**src/common/mrcr_pkg.sv**
```systemverilog
package mrcr_pkg;
	// ----------------------------------------
	// bus and map geometry
	// ----------------------------------------
	localparam int          MRCR_ADDR_W     = 8;
	localparam int          MRCR_DATA_W     = 8;
	localparam int          MRCR_NUM_REGS   = 12;
	localparam int          MRCR_IDX_W      = 4;
	localparam logic [7:0]  MRCR_OFS_REG_CTRL_A   = 8'h0E;
	localparam logic [7:0]  MRCR_OFS_SETPOINT     = 8'h0F;
	localparam logic [7:0]  MRCR_OFS_FILTER_DUTY  = 8'h10;
	localparam logic [7:0]  MRCR_OFS_LOOP_RSV_A   = 8'h11;
	localparam logic [7:0]  MRCR_OFS_LOOP_RSV_B   = 8'h12;
	localparam logic [7:0]  MRCR_OFS_PARAM_SCALE  = 8'h13;
	localparam logic [7:0]  MRCR_OFS_INV_RES      = 8'h14;
	localparam logic [7:0]  MRCR_OFS_BACK_EMF     = 8'h15;
	localparam logic [7:0]  MRCR_OFS_LOOP_RSV_C   = 8'h16;
	localparam logic [7:0]  MRCR_OFS_LOOP_RSV_D   = 8'h17;
	localparam logic [7:0]  MRCR_OFS_PROP_GAIN    = 8'h18;
	localparam logic [7:0]  MRCR_OFS_INT_GAIN     = 8'h19;
	// ----------------------------------------
	// reset values and writable bits, by index
	// ----------------------------------------
	localparam logic [7:0] MRCR_RESET [MRCR_NUM_REGS] = '{
		8'h27, 8'hFF, 8'h00, 8'h01, 8'hFF, 8'h73,
		8'h00, 8'h00, 8'h00, 8'h00, 8'h21, 8'h21};
	localparam logic [7:0] MRCR_WMASK [MRCR_NUM_REGS] = '{
		8'h3F, 8'hFF, 8'hFF, 8'hFF, 8'hFF, 8'hFF,
		8'hFF, 8'hFF, 8'hFF, 8'hFF, 8'hFF, 8'hFF};
	// ----------------------------------------
	// field positions
	// ----------------------------------------
	localparam int MRCR_SOFT_EN_BIT      = 5;
	localparam int MRCR_SCHEME_LSB       = 3;
	localparam int MRCR_PWM_RATE_BIT     = 2;
	localparam int MRCR_SPEED_SCALE_LSB  = 0;
	localparam int MRCR_FILTER_LSB       = 6;
	localparam int MRCR_DUTY_LSB         = 0;
	localparam int MRCR_RES_SCALE_LSB    = 6;
	localparam int MRCR_BEMF_SCALE_LSB   = 4;
	localparam int MRCR_DUTY_W           = 6;
	localparam logic [5:0] MRCR_DUTY_FULL = 6'h3F;
	// ----------------------------------------
	// regulation schemes
	// ----------------------------------------
	typedef enum logic [1:0] {
		MRCR_FIXED_OFF_TIME = 2'b00,
		MRCR_CYCLE_BY_CYCLE = 2'b01,
		MRCR_SPEED_REG      = 2'b10,
		MRCR_VOLTAGE_REG    = 2'b11
	} mrcr_scheme_t;
	// ----------------------------------------
	// decode tables, indexed by field code
	// ----------------------------------------
	localparam logic [7:0]  MRCR_SPEED_SCALE [4] = '{8'd16, 8'd32, 8'd64, 8'd128};
	localparam logic [10:0] MRCR_FILTER_HZ [4] = '{11'd250, 11'd500, 11'd750, 11'd1000};
	localparam logic [13:0] MRCR_RES_SCALE [4] = '{14'd2, 14'd64, 14'd1024, 14'd8192};
	localparam logic [17:0] MRCR_BEMF_SCALE [4] = '{
		18'd24 << 8, 18'd24 << 9, 18'd24 << 12, 18'd24 << 13};
	// ----------------------------------------
	// timing
	// ----------------------------------------
	localparam int          MRCR_CLK_HZ        = 100_000_000;
	localparam int          MRCR_CLK_MHZ       = 100;
	localparam int          MRCR_PWM_FAST_HZ   = 50_000;
	localparam int          MRCR_PWM_SLOW_HZ   = 25_000;
	localparam logic [11:0] MRCR_PWM_FAST_CYC  = 12'(MRCR_CLK_HZ / MRCR_PWM_FAST_HZ);
	localparam logic [11:0] MRCR_PWM_SLOW_CYC  = 12'(MRCR_CLK_HZ / MRCR_PWM_SLOW_HZ);
	localparam int          MRCR_INRUSH_US_DEF = 1000;
	localparam int          MRCR_RAMP_STEPS    = 256;
endpackage : mrcr_pkg

```
**src/logic/mrcr_regmem.sv**
```systemverilog
`timescale 1ns/10ps
`default_nettype none
module mrcr_regmem
	import mrcr_pkg::*;
(
	// clock and reset
	input  wire logic                                  clk,
	input  wire logic                                  rst_n,
	// access
	input  wire logic                                  wr_en,
	input  wire logic                                  rd_en,
	input  wire logic [mrcr_pkg::MRCR_IDX_W-1:0]       idx,
	input  wire logic [mrcr_pkg::MRCR_DATA_W-1:0]      wdata,
	output logic      [mrcr_pkg::MRCR_DATA_W-1:0]      rdata_q,
	// contents
	output logic      [mrcr_pkg::MRCR_NUM_REGS*8-1:0]  regs_flat
);
	import mrcr_pkg::*;

	logic [7:0] regs_q [MRCR_NUM_REGS];
	logic       idx_ok;

	assign idx_ok = (idx < 4'(MRCR_NUM_REGS));

	// ----------------------------------------
	// storage, one byte per entry
	// ----------------------------------------
	for (genvar i = 0; i < MRCR_NUM_REGS; i++)
	begin : g_entry
		always_ff @(posedge clk or negedge rst_n)
		begin
			if (!rst_n)
				regs_q[i] <= MRCR_RESET[i];
			else if (wr_en && idx == 4'(i))
				regs_q[i] <= wdata & MRCR_WMASK[i];
		end
		assign regs_flat[i*8 +: 8] = regs_q[i];
	end

	// ----------------------------------------
	// registered read port
	// ----------------------------------------
	always_ff @(posedge clk or negedge rst_n)
	begin
		if (!rst_n)
			rdata_q <= 8'h00;
		else if (rd_en)
			rdata_q <= idx_ok ? regs_q[idx] : 8'h00;
	end
endmodule : mrcr_regmem
`default_nettype wire

```
**src/logic/mrcr_top.sv**
```systemverilog
`timescale 1ns/10ps
`default_nettype none
module mrcr_top
	import mrcr_pkg::*;
#(
	parameter int INRUSH_US = mrcr_pkg::MRCR_INRUSH_US_DEF
)
(
	// clock and reset
	input  wire logic                              clk,
	input  wire logic                              rst_n,
	// register port from the serial front end
	input  wire logic                              reg_wr_en,
	input  wire logic                              reg_rd_en,
	input  wire logic [mrcr_pkg::MRCR_ADDR_W-1:0]  reg_addr,
	input  wire logic [mrcr_pkg::MRCR_DATA_W-1:0]  reg_wdata,
	output logic      [mrcr_pkg::MRCR_DATA_W-1:0]  reg_rdata,
	output logic                                   reg_rd_valid,
	// bridge command controls
	input  wire logic                              bridge_command_source,
	input  wire logic                              bridge_enable_pwm_bit,
	input  wire logic                              bridge_phase_pwm_bit,
	input  wire logic                              duty_ctrl,
	input  wire logic [1:0]                        bridge_input_pins,
	// bridge drive
	output logic                                   bridge_in1,
	output logic                                   bridge_in2,
	output logic                                   internal_pwm_active,
	// regulation settings
	output mrcr_pkg::mrcr_scheme_t                 scheme,
	output logic      [7:0]                        speed_voltage_setpoint,
	output logic                                   ramp_busy,
	output logic      [7:0]                        speed_scale_factor,
	output logic      [10:0]                       output_filter_cutoff,
	output logic      [13:0]                       resistance_param_scale,
	output logic      [17:0]                       back_emf_param_scale,
	output logic      [7:0]                        inverse_resistance_param,
	output logic      [7:0]                        back_emf_param
);
	import mrcr_pkg::*;

	localparam int          STEP_CYC_I = (INRUSH_US * MRCR_CLK_MHZ) / MRCR_RAMP_STEPS;
	localparam logic [23:0] STEP_CYC   = 24'((STEP_CYC_I < 1) ? 1 : STEP_CYC_I);

	// ----------------------------------------
	// address decode
	// ----------------------------------------
	logic                          addr_hit;
	logic [MRCR_ADDR_W-1:0]        addr_rel;
	logic [MRCR_IDX_W-1:0]         reg_idx;
	logic                          wr_go;
	logic                          rd_go;
	logic [MRCR_NUM_REGS*8-1:0]    regs_flat;
	logic [MRCR_IDX_W-1:0]         mem_idx;

	assign addr_hit = (reg_addr >= MRCR_OFS_REG_CTRL_A) && (reg_addr <= MRCR_OFS_INT_GAIN);
	assign addr_rel = reg_addr - MRCR_OFS_REG_CTRL_A;
	assign reg_idx  = addr_rel[MRCR_IDX_W-1:0];
	// writes outside the map are dropped
	assign wr_go    = reg_wr_en && addr_hit;
	assign rd_go    = reg_rd_en;
	assign mem_idx  = addr_hit ? reg_idx : 4'hF;

	mrcr_regmem u_mem (
		.clk       (clk),
		.rst_n     (rst_n),
		.wr_en     (wr_go),
		.rd_en     (rd_go),
		.idx       (mem_idx),
		.wdata     (reg_wdata),
		.rdata_q   (reg_rdata),
		.regs_flat (regs_flat)
	);

	always_ff @(posedge clk or negedge rst_n)
	begin
		if (!rst_n)
			reg_rd_valid <= 1'b0;
		else
			reg_rd_valid <= rd_go;
	end

	// ----------------------------------------
	// field extraction
	// ----------------------------------------
	function automatic logic [7:0] reg_at(input logic [7:0] ofs,
		input logic [MRCR_NUM_REGS*8-1:0] flat);
		logic [7:0] rel;
		rel = ofs - MRCR_OFS_REG_CTRL_A;
		return flat[rel*8 +: 8];
	endfunction : reg_at

	logic [7:0]   ctrl_a;
	logic [7:0]   setpoint_reg;
	logic [7:0]   filt_duty;
	logic [7:0]   pscale;
	logic         soft_en;
	logic         rate_slow;
	logic [1:0]   scheme_code;
	logic [1:0]   speed_code;
	logic [1:0]   filt_code;
	logic [1:0]   res_code;
	logic [1:0]   bemf_code;
	logic [5:0]   duty;
	logic         regulating;

	assign ctrl_a       = reg_at(MRCR_OFS_REG_CTRL_A, regs_flat);
	assign setpoint_reg = reg_at(MRCR_OFS_SETPOINT, regs_flat);
	assign filt_duty    = reg_at(MRCR_OFS_FILTER_DUTY, regs_flat);
	assign pscale       = reg_at(MRCR_OFS_PARAM_SCALE, regs_flat);
	assign soft_en      = ctrl_a[MRCR_SOFT_EN_BIT];
	assign rate_slow    = ctrl_a[MRCR_PWM_RATE_BIT];
	assign scheme_code  = ctrl_a[MRCR_SCHEME_LSB +: 2];
	assign speed_code   = ctrl_a[MRCR_SPEED_SCALE_LSB +: 2];
	assign filt_code    = filt_duty[MRCR_FILTER_LSB +: 2];
	assign duty         = filt_duty[MRCR_DUTY_LSB +: MRCR_DUTY_W];
	assign res_code     = pscale[MRCR_RES_SCALE_LSB +: 2];
	assign bemf_code    = pscale[MRCR_BEMF_SCALE_LSB +: 2];
	assign regulating   = (scheme_code == MRCR_SPEED_REG) || (scheme_code == MRCR_VOLTAGE_REG);

	// ----------------------------------------
	// pin synchroniser
	// ----------------------------------------
	logic [1:0] pins_meta_q;
	logic [1:0] pins_sync_q;

	always_ff @(posedge clk or negedge rst_n)
	begin
		if (!rst_n)
		begin
			pins_meta_q <= 2'b00;
			pins_sync_q <= 2'b00;
		end
		else
		begin
			pins_meta_q <= bridge_input_pins;
			pins_sync_q <= pins_meta_q;
		end
	end

	// ----------------------------------------
	// soft start and stop ramp
	// ----------------------------------------
	logic        run;
	logic [7:0]  target;
	logic [23:0] step_cnt_q;
	logic        step_tick;
	logic [7:0]  ramp_q;
	logic [7:0]  ramp_d;

	assign run       = bridge_command_source ? bridge_enable_pwm_bit : (pins_sync_q != 2'b00);
	assign target    = run ? setpoint_reg : 8'h00;
	assign step_tick = (step_cnt_q == STEP_CYC - 24'h000001);
	assign ramp_d    = !soft_en ? target :
		!step_tick ? ramp_q :
		(ramp_q < target) ? ramp_q + 8'h01 :
		(ramp_q > target) ? ramp_q - 8'h01 : ramp_q;

	always_ff @(posedge clk or negedge rst_n)
	begin
		if (!rst_n)
			step_cnt_q <= 24'h000000;
		else if (step_tick || !soft_en)
			step_cnt_q <= 24'h000000;
		else
			step_cnt_q <= step_cnt_q + 24'h000001;
	end

	always_ff @(posedge clk or negedge rst_n)
	begin
		if (!rst_n)
			ramp_q <= 8'h00;
		else
			ramp_q <= ramp_d;
	end

	// ----------------------------------------
	// internal PWM generator
	// ----------------------------------------
	logic [11:0] period;
	logic [11:0] pwm_cnt_q;
	logic        pwm_wrap;
	logic [17:0] cnt_scaled;
	logic [17:0] duty_scaled;
	logic        pwm_on;
	logic        duty_mode;

	assign period      = rate_slow ? MRCR_PWM_SLOW_CYC : MRCR_PWM_FAST_CYC;
	assign pwm_wrap    = (pwm_cnt_q >= period - 12'h001);
	assign cnt_scaled  = {6'h00, pwm_cnt_q} * 18'(MRCR_DUTY_FULL);
	assign duty_scaled = {12'h000, duty} * {6'h00, period};
	// 0 never high, full code always high
	assign pwm_on      = cnt_scaled < duty_scaled;
	assign duty_mode   = bridge_command_source && !regulating && duty_ctrl;

	always_ff @(posedge clk or negedge rst_n)
	begin
		if (!rst_n)
			pwm_cnt_q <= 12'h000;
		else if (pwm_wrap)
			pwm_cnt_q <= 12'h000;
		else
			pwm_cnt_q <= pwm_cnt_q + 12'h001;
	end

	// ----------------------------------------
	// bridge command selection
	// ----------------------------------------
	logic in1_d;
	logic in2_d;

	assign in1_d = bridge_command_source ?
		(bridge_enable_pwm_bit && (!duty_mode || pwm_on)) : pins_sync_q[0];
	assign in2_d = bridge_command_source ? bridge_phase_pwm_bit : pins_sync_q[1];

	always_ff @(posedge clk or negedge rst_n)
	begin
		if (!rst_n)
		begin
			bridge_in1          <= 1'b0;
			bridge_in2          <= 1'b0;
			internal_pwm_active <= 1'b0;
		end
		else
		begin
			bridge_in1          <= in1_d;
			bridge_in2          <= in2_d;
			internal_pwm_active <= duty_mode;
		end
	end

	// ----------------------------------------
	// decoded next values
	// ----------------------------------------
	mrcr_scheme_t scheme_d;
	logic         ramp_busy_d;
	logic [7:0]   speed_scale_d;
	logic [10:0]  filter_cutoff_d;
	logic [13:0]  res_scale_d;
	logic [17:0]  bemf_scale_d;
	logic [7:0]   inv_res_d;
	logic [7:0]   bemf_param_d;

	assign scheme_d        = mrcr_scheme_t'(scheme_code);
	assign ramp_busy_d     = (ramp_q != target);
	assign speed_scale_d   = MRCR_SPEED_SCALE[speed_code];
	assign filter_cutoff_d = MRCR_FILTER_HZ[filt_code];
	assign res_scale_d     = MRCR_RES_SCALE[res_code];
	assign bemf_scale_d    = MRCR_BEMF_SCALE[bemf_code];
	assign inv_res_d       = reg_at(MRCR_OFS_INV_RES, regs_flat);
	assign bemf_param_d    = reg_at(MRCR_OFS_BACK_EMF, regs_flat);

	// ----------------------------------------
	// decoded settings
	// ----------------------------------------
	always_ff @(posedge clk or negedge rst_n)
	begin
		if (!rst_n)
		begin
			scheme                 <= MRCR_FIXED_OFF_TIME;
			speed_voltage_setpoint <= 8'h00;
			ramp_busy              <= 1'b0;
		end
		else
		begin
			scheme                 <= scheme_d;
			speed_voltage_setpoint <= ramp_q;
			ramp_busy              <= ramp_busy_d;
		end
	end

	always_ff @(posedge clk or negedge rst_n)
	begin
		if (!rst_n)
		begin
			speed_scale_factor     <= 8'h00;
			output_filter_cutoff   <= 11'h000;
			resistance_param_scale <= 14'h0000;
			back_emf_param_scale   <= 18'h00000;
		end
		else
		begin
			speed_scale_factor     <= speed_scale_d;
			output_filter_cutoff   <= filter_cutoff_d;
			resistance_param_scale <= res_scale_d;
			back_emf_param_scale   <= bemf_scale_d;
		end
	end

	always_ff @(posedge clk or negedge rst_n)
	begin
		if (!rst_n)
		begin
			inverse_resistance_param <= 8'h00;
			back_emf_param           <= 8'h00;
		end
		else
		begin
			inverse_resistance_param <= inv_res_d;
			back_emf_param           <= bemf_param_d;
		end
	end
endmodule : mrcr_top
`default_nettype wire

```
**config.mk**
```make
export PLATFORM = sky130hd
export DESIGN_NAME = mrcr_top
export DESIGN_NICKNAME = d
export VERILOG_FILES = /design/src/common/mrcr_pkg.sv /design/src/logic/mrcr_regmem.sv /design/src/logic/mrcr_top.sv
export SDC_FILE = /design/constraint.sdc
export NUM_CORES = 1
export LEC_CHECK = 0
export ABC_AREA = 0
export BUFFER_PORTS_ARGS = -buffer_cell sky130_fd_sc_hd__buf_2
export CORE_ASPECT_RATIO = 1.4
export CORE_MARGIN = 2
export CORE_UTILIZATION = 55
export CTS_CLUSTER_SIZE = 28
export DETAILED_ROUTE_END_ITERATION = 12
export PLACE_DENSITY = 0.88
export SLEW_MARGIN = 40
export SYNTH_ARGS = -nofsm -noshare
export SYNTH_HDL_FRONTEND = slang
export SYNTH_SLANG_ARGS = --single-unit
```
**constraint.sdc**
```tcl
create_clock -name clk -period 4.6 [get_ports clk]
set_input_delay 0.46 -clock clk [delete_from_list [all_inputs] [get_ports clk]]
set_output_delay 0.46 -clock clk [all_outputs]
set_load 0.01 [all_outputs]
```
==> impl_metrics.csv <==
group,metric,value,unit
synthesis,netlist_area,0.0121,mm2
layout,utilization,65.8,%
placed_design,numPortBuffers,87,
pwr,ir_drop,0.343,mV
floorplanning,die_area,0.0233,mm2
synthesis,ys_warn_count,0,
sta,layout_min_cycle_time,4800,ps
placed_design,place_hpwl,19900,um
synthesis,yosysTopAreaCell,"dfrtp_1",
routing,via_count,8693,
sta,fin_skew,23.0,ps
sta,slew_violations,0,
synthesis,ys_seq_area_share,41.9,%
clock_network,clockBufferDepth,3,
sta,hold_ws,-21.2,ps
layout,diodes,0,
synthesis,yosys_most_used_dff,"dfrtp_1",
clock_network,clkLatencyLatePin,520,ps
synthesis,synthTopCellsByArea,"dfrtp_1 (35%), ha_1 (9.9%), mux2_2 (8.8%)",
placed_design,placed_cells,1513,
clock_network,cts.clk_slew.worst_paths,60,ps
floorplanning,core_area,0.0218,mm2
global_routing,antenna_found_initial,0,
worst_hold_path,hold_class,"input pin to async pin",
pwr,p_total,3.90,mW
worst_setup_path,crit_fanout,4,
sta,rsz0062_at_grt,"yes",
routing,firstDrtPassIters,5,
placed_design,place.gp.congestion,0.929,
pwr,powerDensity,272,mW/mm2
global_routing,grt_overflow,0,
job,maxCapViolations,0,
sta,finalHoldViolations,4,
worst_setup_path,critPathKind,"flip-flop to flip-flop",
worst_setup_path,end_kind,"flip-flop",
sta,finalCritPeriodShare,104,%
synthesis,synth_cell_types,72,
placed_design,pre_cts_slack,-293,ps
clock_network,clockRootBuffer,"clkbuf_16",
clock_network,cts_tree,"built",
run_status,outcome,"complete, but fails checks",
layout,drive_above_1_share,31.5,%
synthesis,synth_edf_count,0,
sta,relSlewSlack,44.9,%
clock_network,cts.htree.levels,1,
worst_setup_path,critPathLaunchType,"flip-flop",
floorplanning,die_w,130,um
global_routing,grt_usage,24.4,%
sta,finalSetupViolations,1,
floorplanning,die_y,180,um
sta,setup_ws,-197,ps
synthesis,synthArstFlopShare,100,%
clock_network,cts.sinks,202,
clock_network,cts_buffers,22,
routing,via_per_inst,5.57,
floorplanning,start_util,55.8,%
synthesis,ys_ff_latch,202,
sta,worst-slew-pin-transition,827,ps
layout,layout_commonest_cell,"dfrtp_1",
layout,syn_to_final_growth,18.0,%
synthesis,avgSynthCellArea,11.1,um2
routing,wl_per_cell,17.9,um
floorplanning,top_level_ports,116,
worst_setup_path,cp.required,4990,ps
routing,ant_nets,0,
floorplanning,num_rows,64,
layout,mostFrequentLayoutCells,"dfrtp_1 (167), inv_1 (104), mux2_2 (95), ha_1 (86), buf_2 (86)",
global_routing,grt_pass1_wl,45900,um
clock_network,postCtsHoldBufs,0,
pwr,p_leak,7.23,nW
routing,drc,0,
synthesis,yosys.area.top_type_share,35.4,%
global_routing,grt_max_degree,92,
layout,layout.nets,1422,
layout,stdcell_count,1562,
synthesis,syn-instance-count,1099,
sta,fmaxAchievable,208,MHz
worst_setup_path,arrival,5190,ps
routing,drt_iter0_drc,588,
routing,drt-total-wl,27900,um
global_routing,grt_pass1_vias,9371,
run_status,violations,"negative hold slack, negative setup slack",
-- per-stage QoR --
step	instance area (um2)	setup TNS, ps
after detailed placement	13200	-293
final	14300	-197
after floorplan	12300	0
after global placement	13200	-155
after global routing	14300	-393
after CTS	14100	-125
-- where the power goes --
group,switching [mW],internal (mW),total (mW),leakage (nW)
registers,0.0255,1.83,1.85,2.62
clock network,0.724,1.08,1.80,0.359
logic,0.152,0.0885,0.240,4.25
-- layout make-up --
| type | count | area (um2) |
|---|---|---|
| fill | 1588 | 7450 |
| tap | 297 | 372 |
| clock inverter | 9 | 118 |
| sequential | 202 | 5100 |
| timing repair buffer | 161 | 1020 |
| inverter | 113 | 427 |
| multi-input combinational | 749 | 6670 |
| clock buffer | 31 | 634 |
-- metal layers --
layer  wire (um)  track usage (%)
met1       10600             28.5
met2       15000             44.6
met3        1220             3.15
met4         999             9.63
met5           0                0
-- cells by family (layout without fill, tap and decap cells) --
group,Yosys count,after routing,share of synthesized area [%]
and+or+nand+nor,249,249,10.2
DFF,202,202,41.9
buffers and inverters,177,314,6.60
AOI/OAI and AO/OA,156,156,8.88
adders and majority gates,147,147,18.3
muxes,106,106,9.73
xor gates and xnor gates,60,60,4.33
other,2,31,0.0618
-- cell usage after synthesis, types with 7 or more instances --
cell type	number
nand4_1	9
dfrtp_1	172
and3_1	7
buf_4	32
mux2i_1	10
a21o_1	9
inv_1	112
o221ai_1	13
nor3_1	7
clkbuf_1	21
o21ai_0	25
xnor2_1	33
buf_2	8
a21oi_1	50
and2_1	13
o22a_1	7
nand2_1	58
ha_1	96
mux2_2	95
xor2_1	27
fa_1	51
nand3_1	23
nor2_1	83
dfstp_2	30
-- path summary, 6_finish.rpt --
kind                                 startpoint  slack, ps                  end  cells past startpoint
setup / recovery             u_mem.regs_flat[2]       -200           bridge_in1                     21
hold / removal                            rst_n        -20         pwm_cnt_q[1]                      1
setup reg to reg             u_mem.regs_flat[2]       -200           bridge_in1                     21
hold reg to reg                  pins_meta_q[1]        340       pins_sync_q[1]                      0
max in group asynchronous                 rst_n       3560  u_mem.regs_flat[46]                      2
min in group clk           bridge_input_pins[0]         60       pins_meta_q[0]                      1
-- flip-flops by register name, summed over array words and instances (netlist names), 4 cells and up --
name and flops:
u_mem.rdata_q 8, back_emf_param_scale 6, step_cnt_q 24, resistance_param_scale 4, output_filter_cutoff 7, pwm_cnt_q 12
ramp_q 8, u_mem.regs_flat 94, back_emf_param 8, inverse_resistance_param 8, speed_voltage_setpoint 8, speed_scale_factor 4
-- worst max-delay path, cell delays in order (launching register included) --
cell and delay, ps:
dfstp_2 570, buf_12 110, nor2_2 30, buf_4 130, fa_1 380, inv_1 90
fa_1 470, fa_1 550, inv_1 40, ha_1 370, nand2_2 130, o21ai_2 90
or4_4 450, a31o_4 260, a21oi_4 160, xnor2_2 90, ha_1 310, nand2_2 60
nor3_2 140, o21ai_1 80, nand3_1 80, a21oi_1 70
-- repair_timing --
action                     4_1_cts  5_1_grt
buffers inserted                 2        7
pin swaps                       24       31
setup endpoints to repair        1        1
resized for setup               25       36
Note: power is estimated with default switching activity, not from simulation.
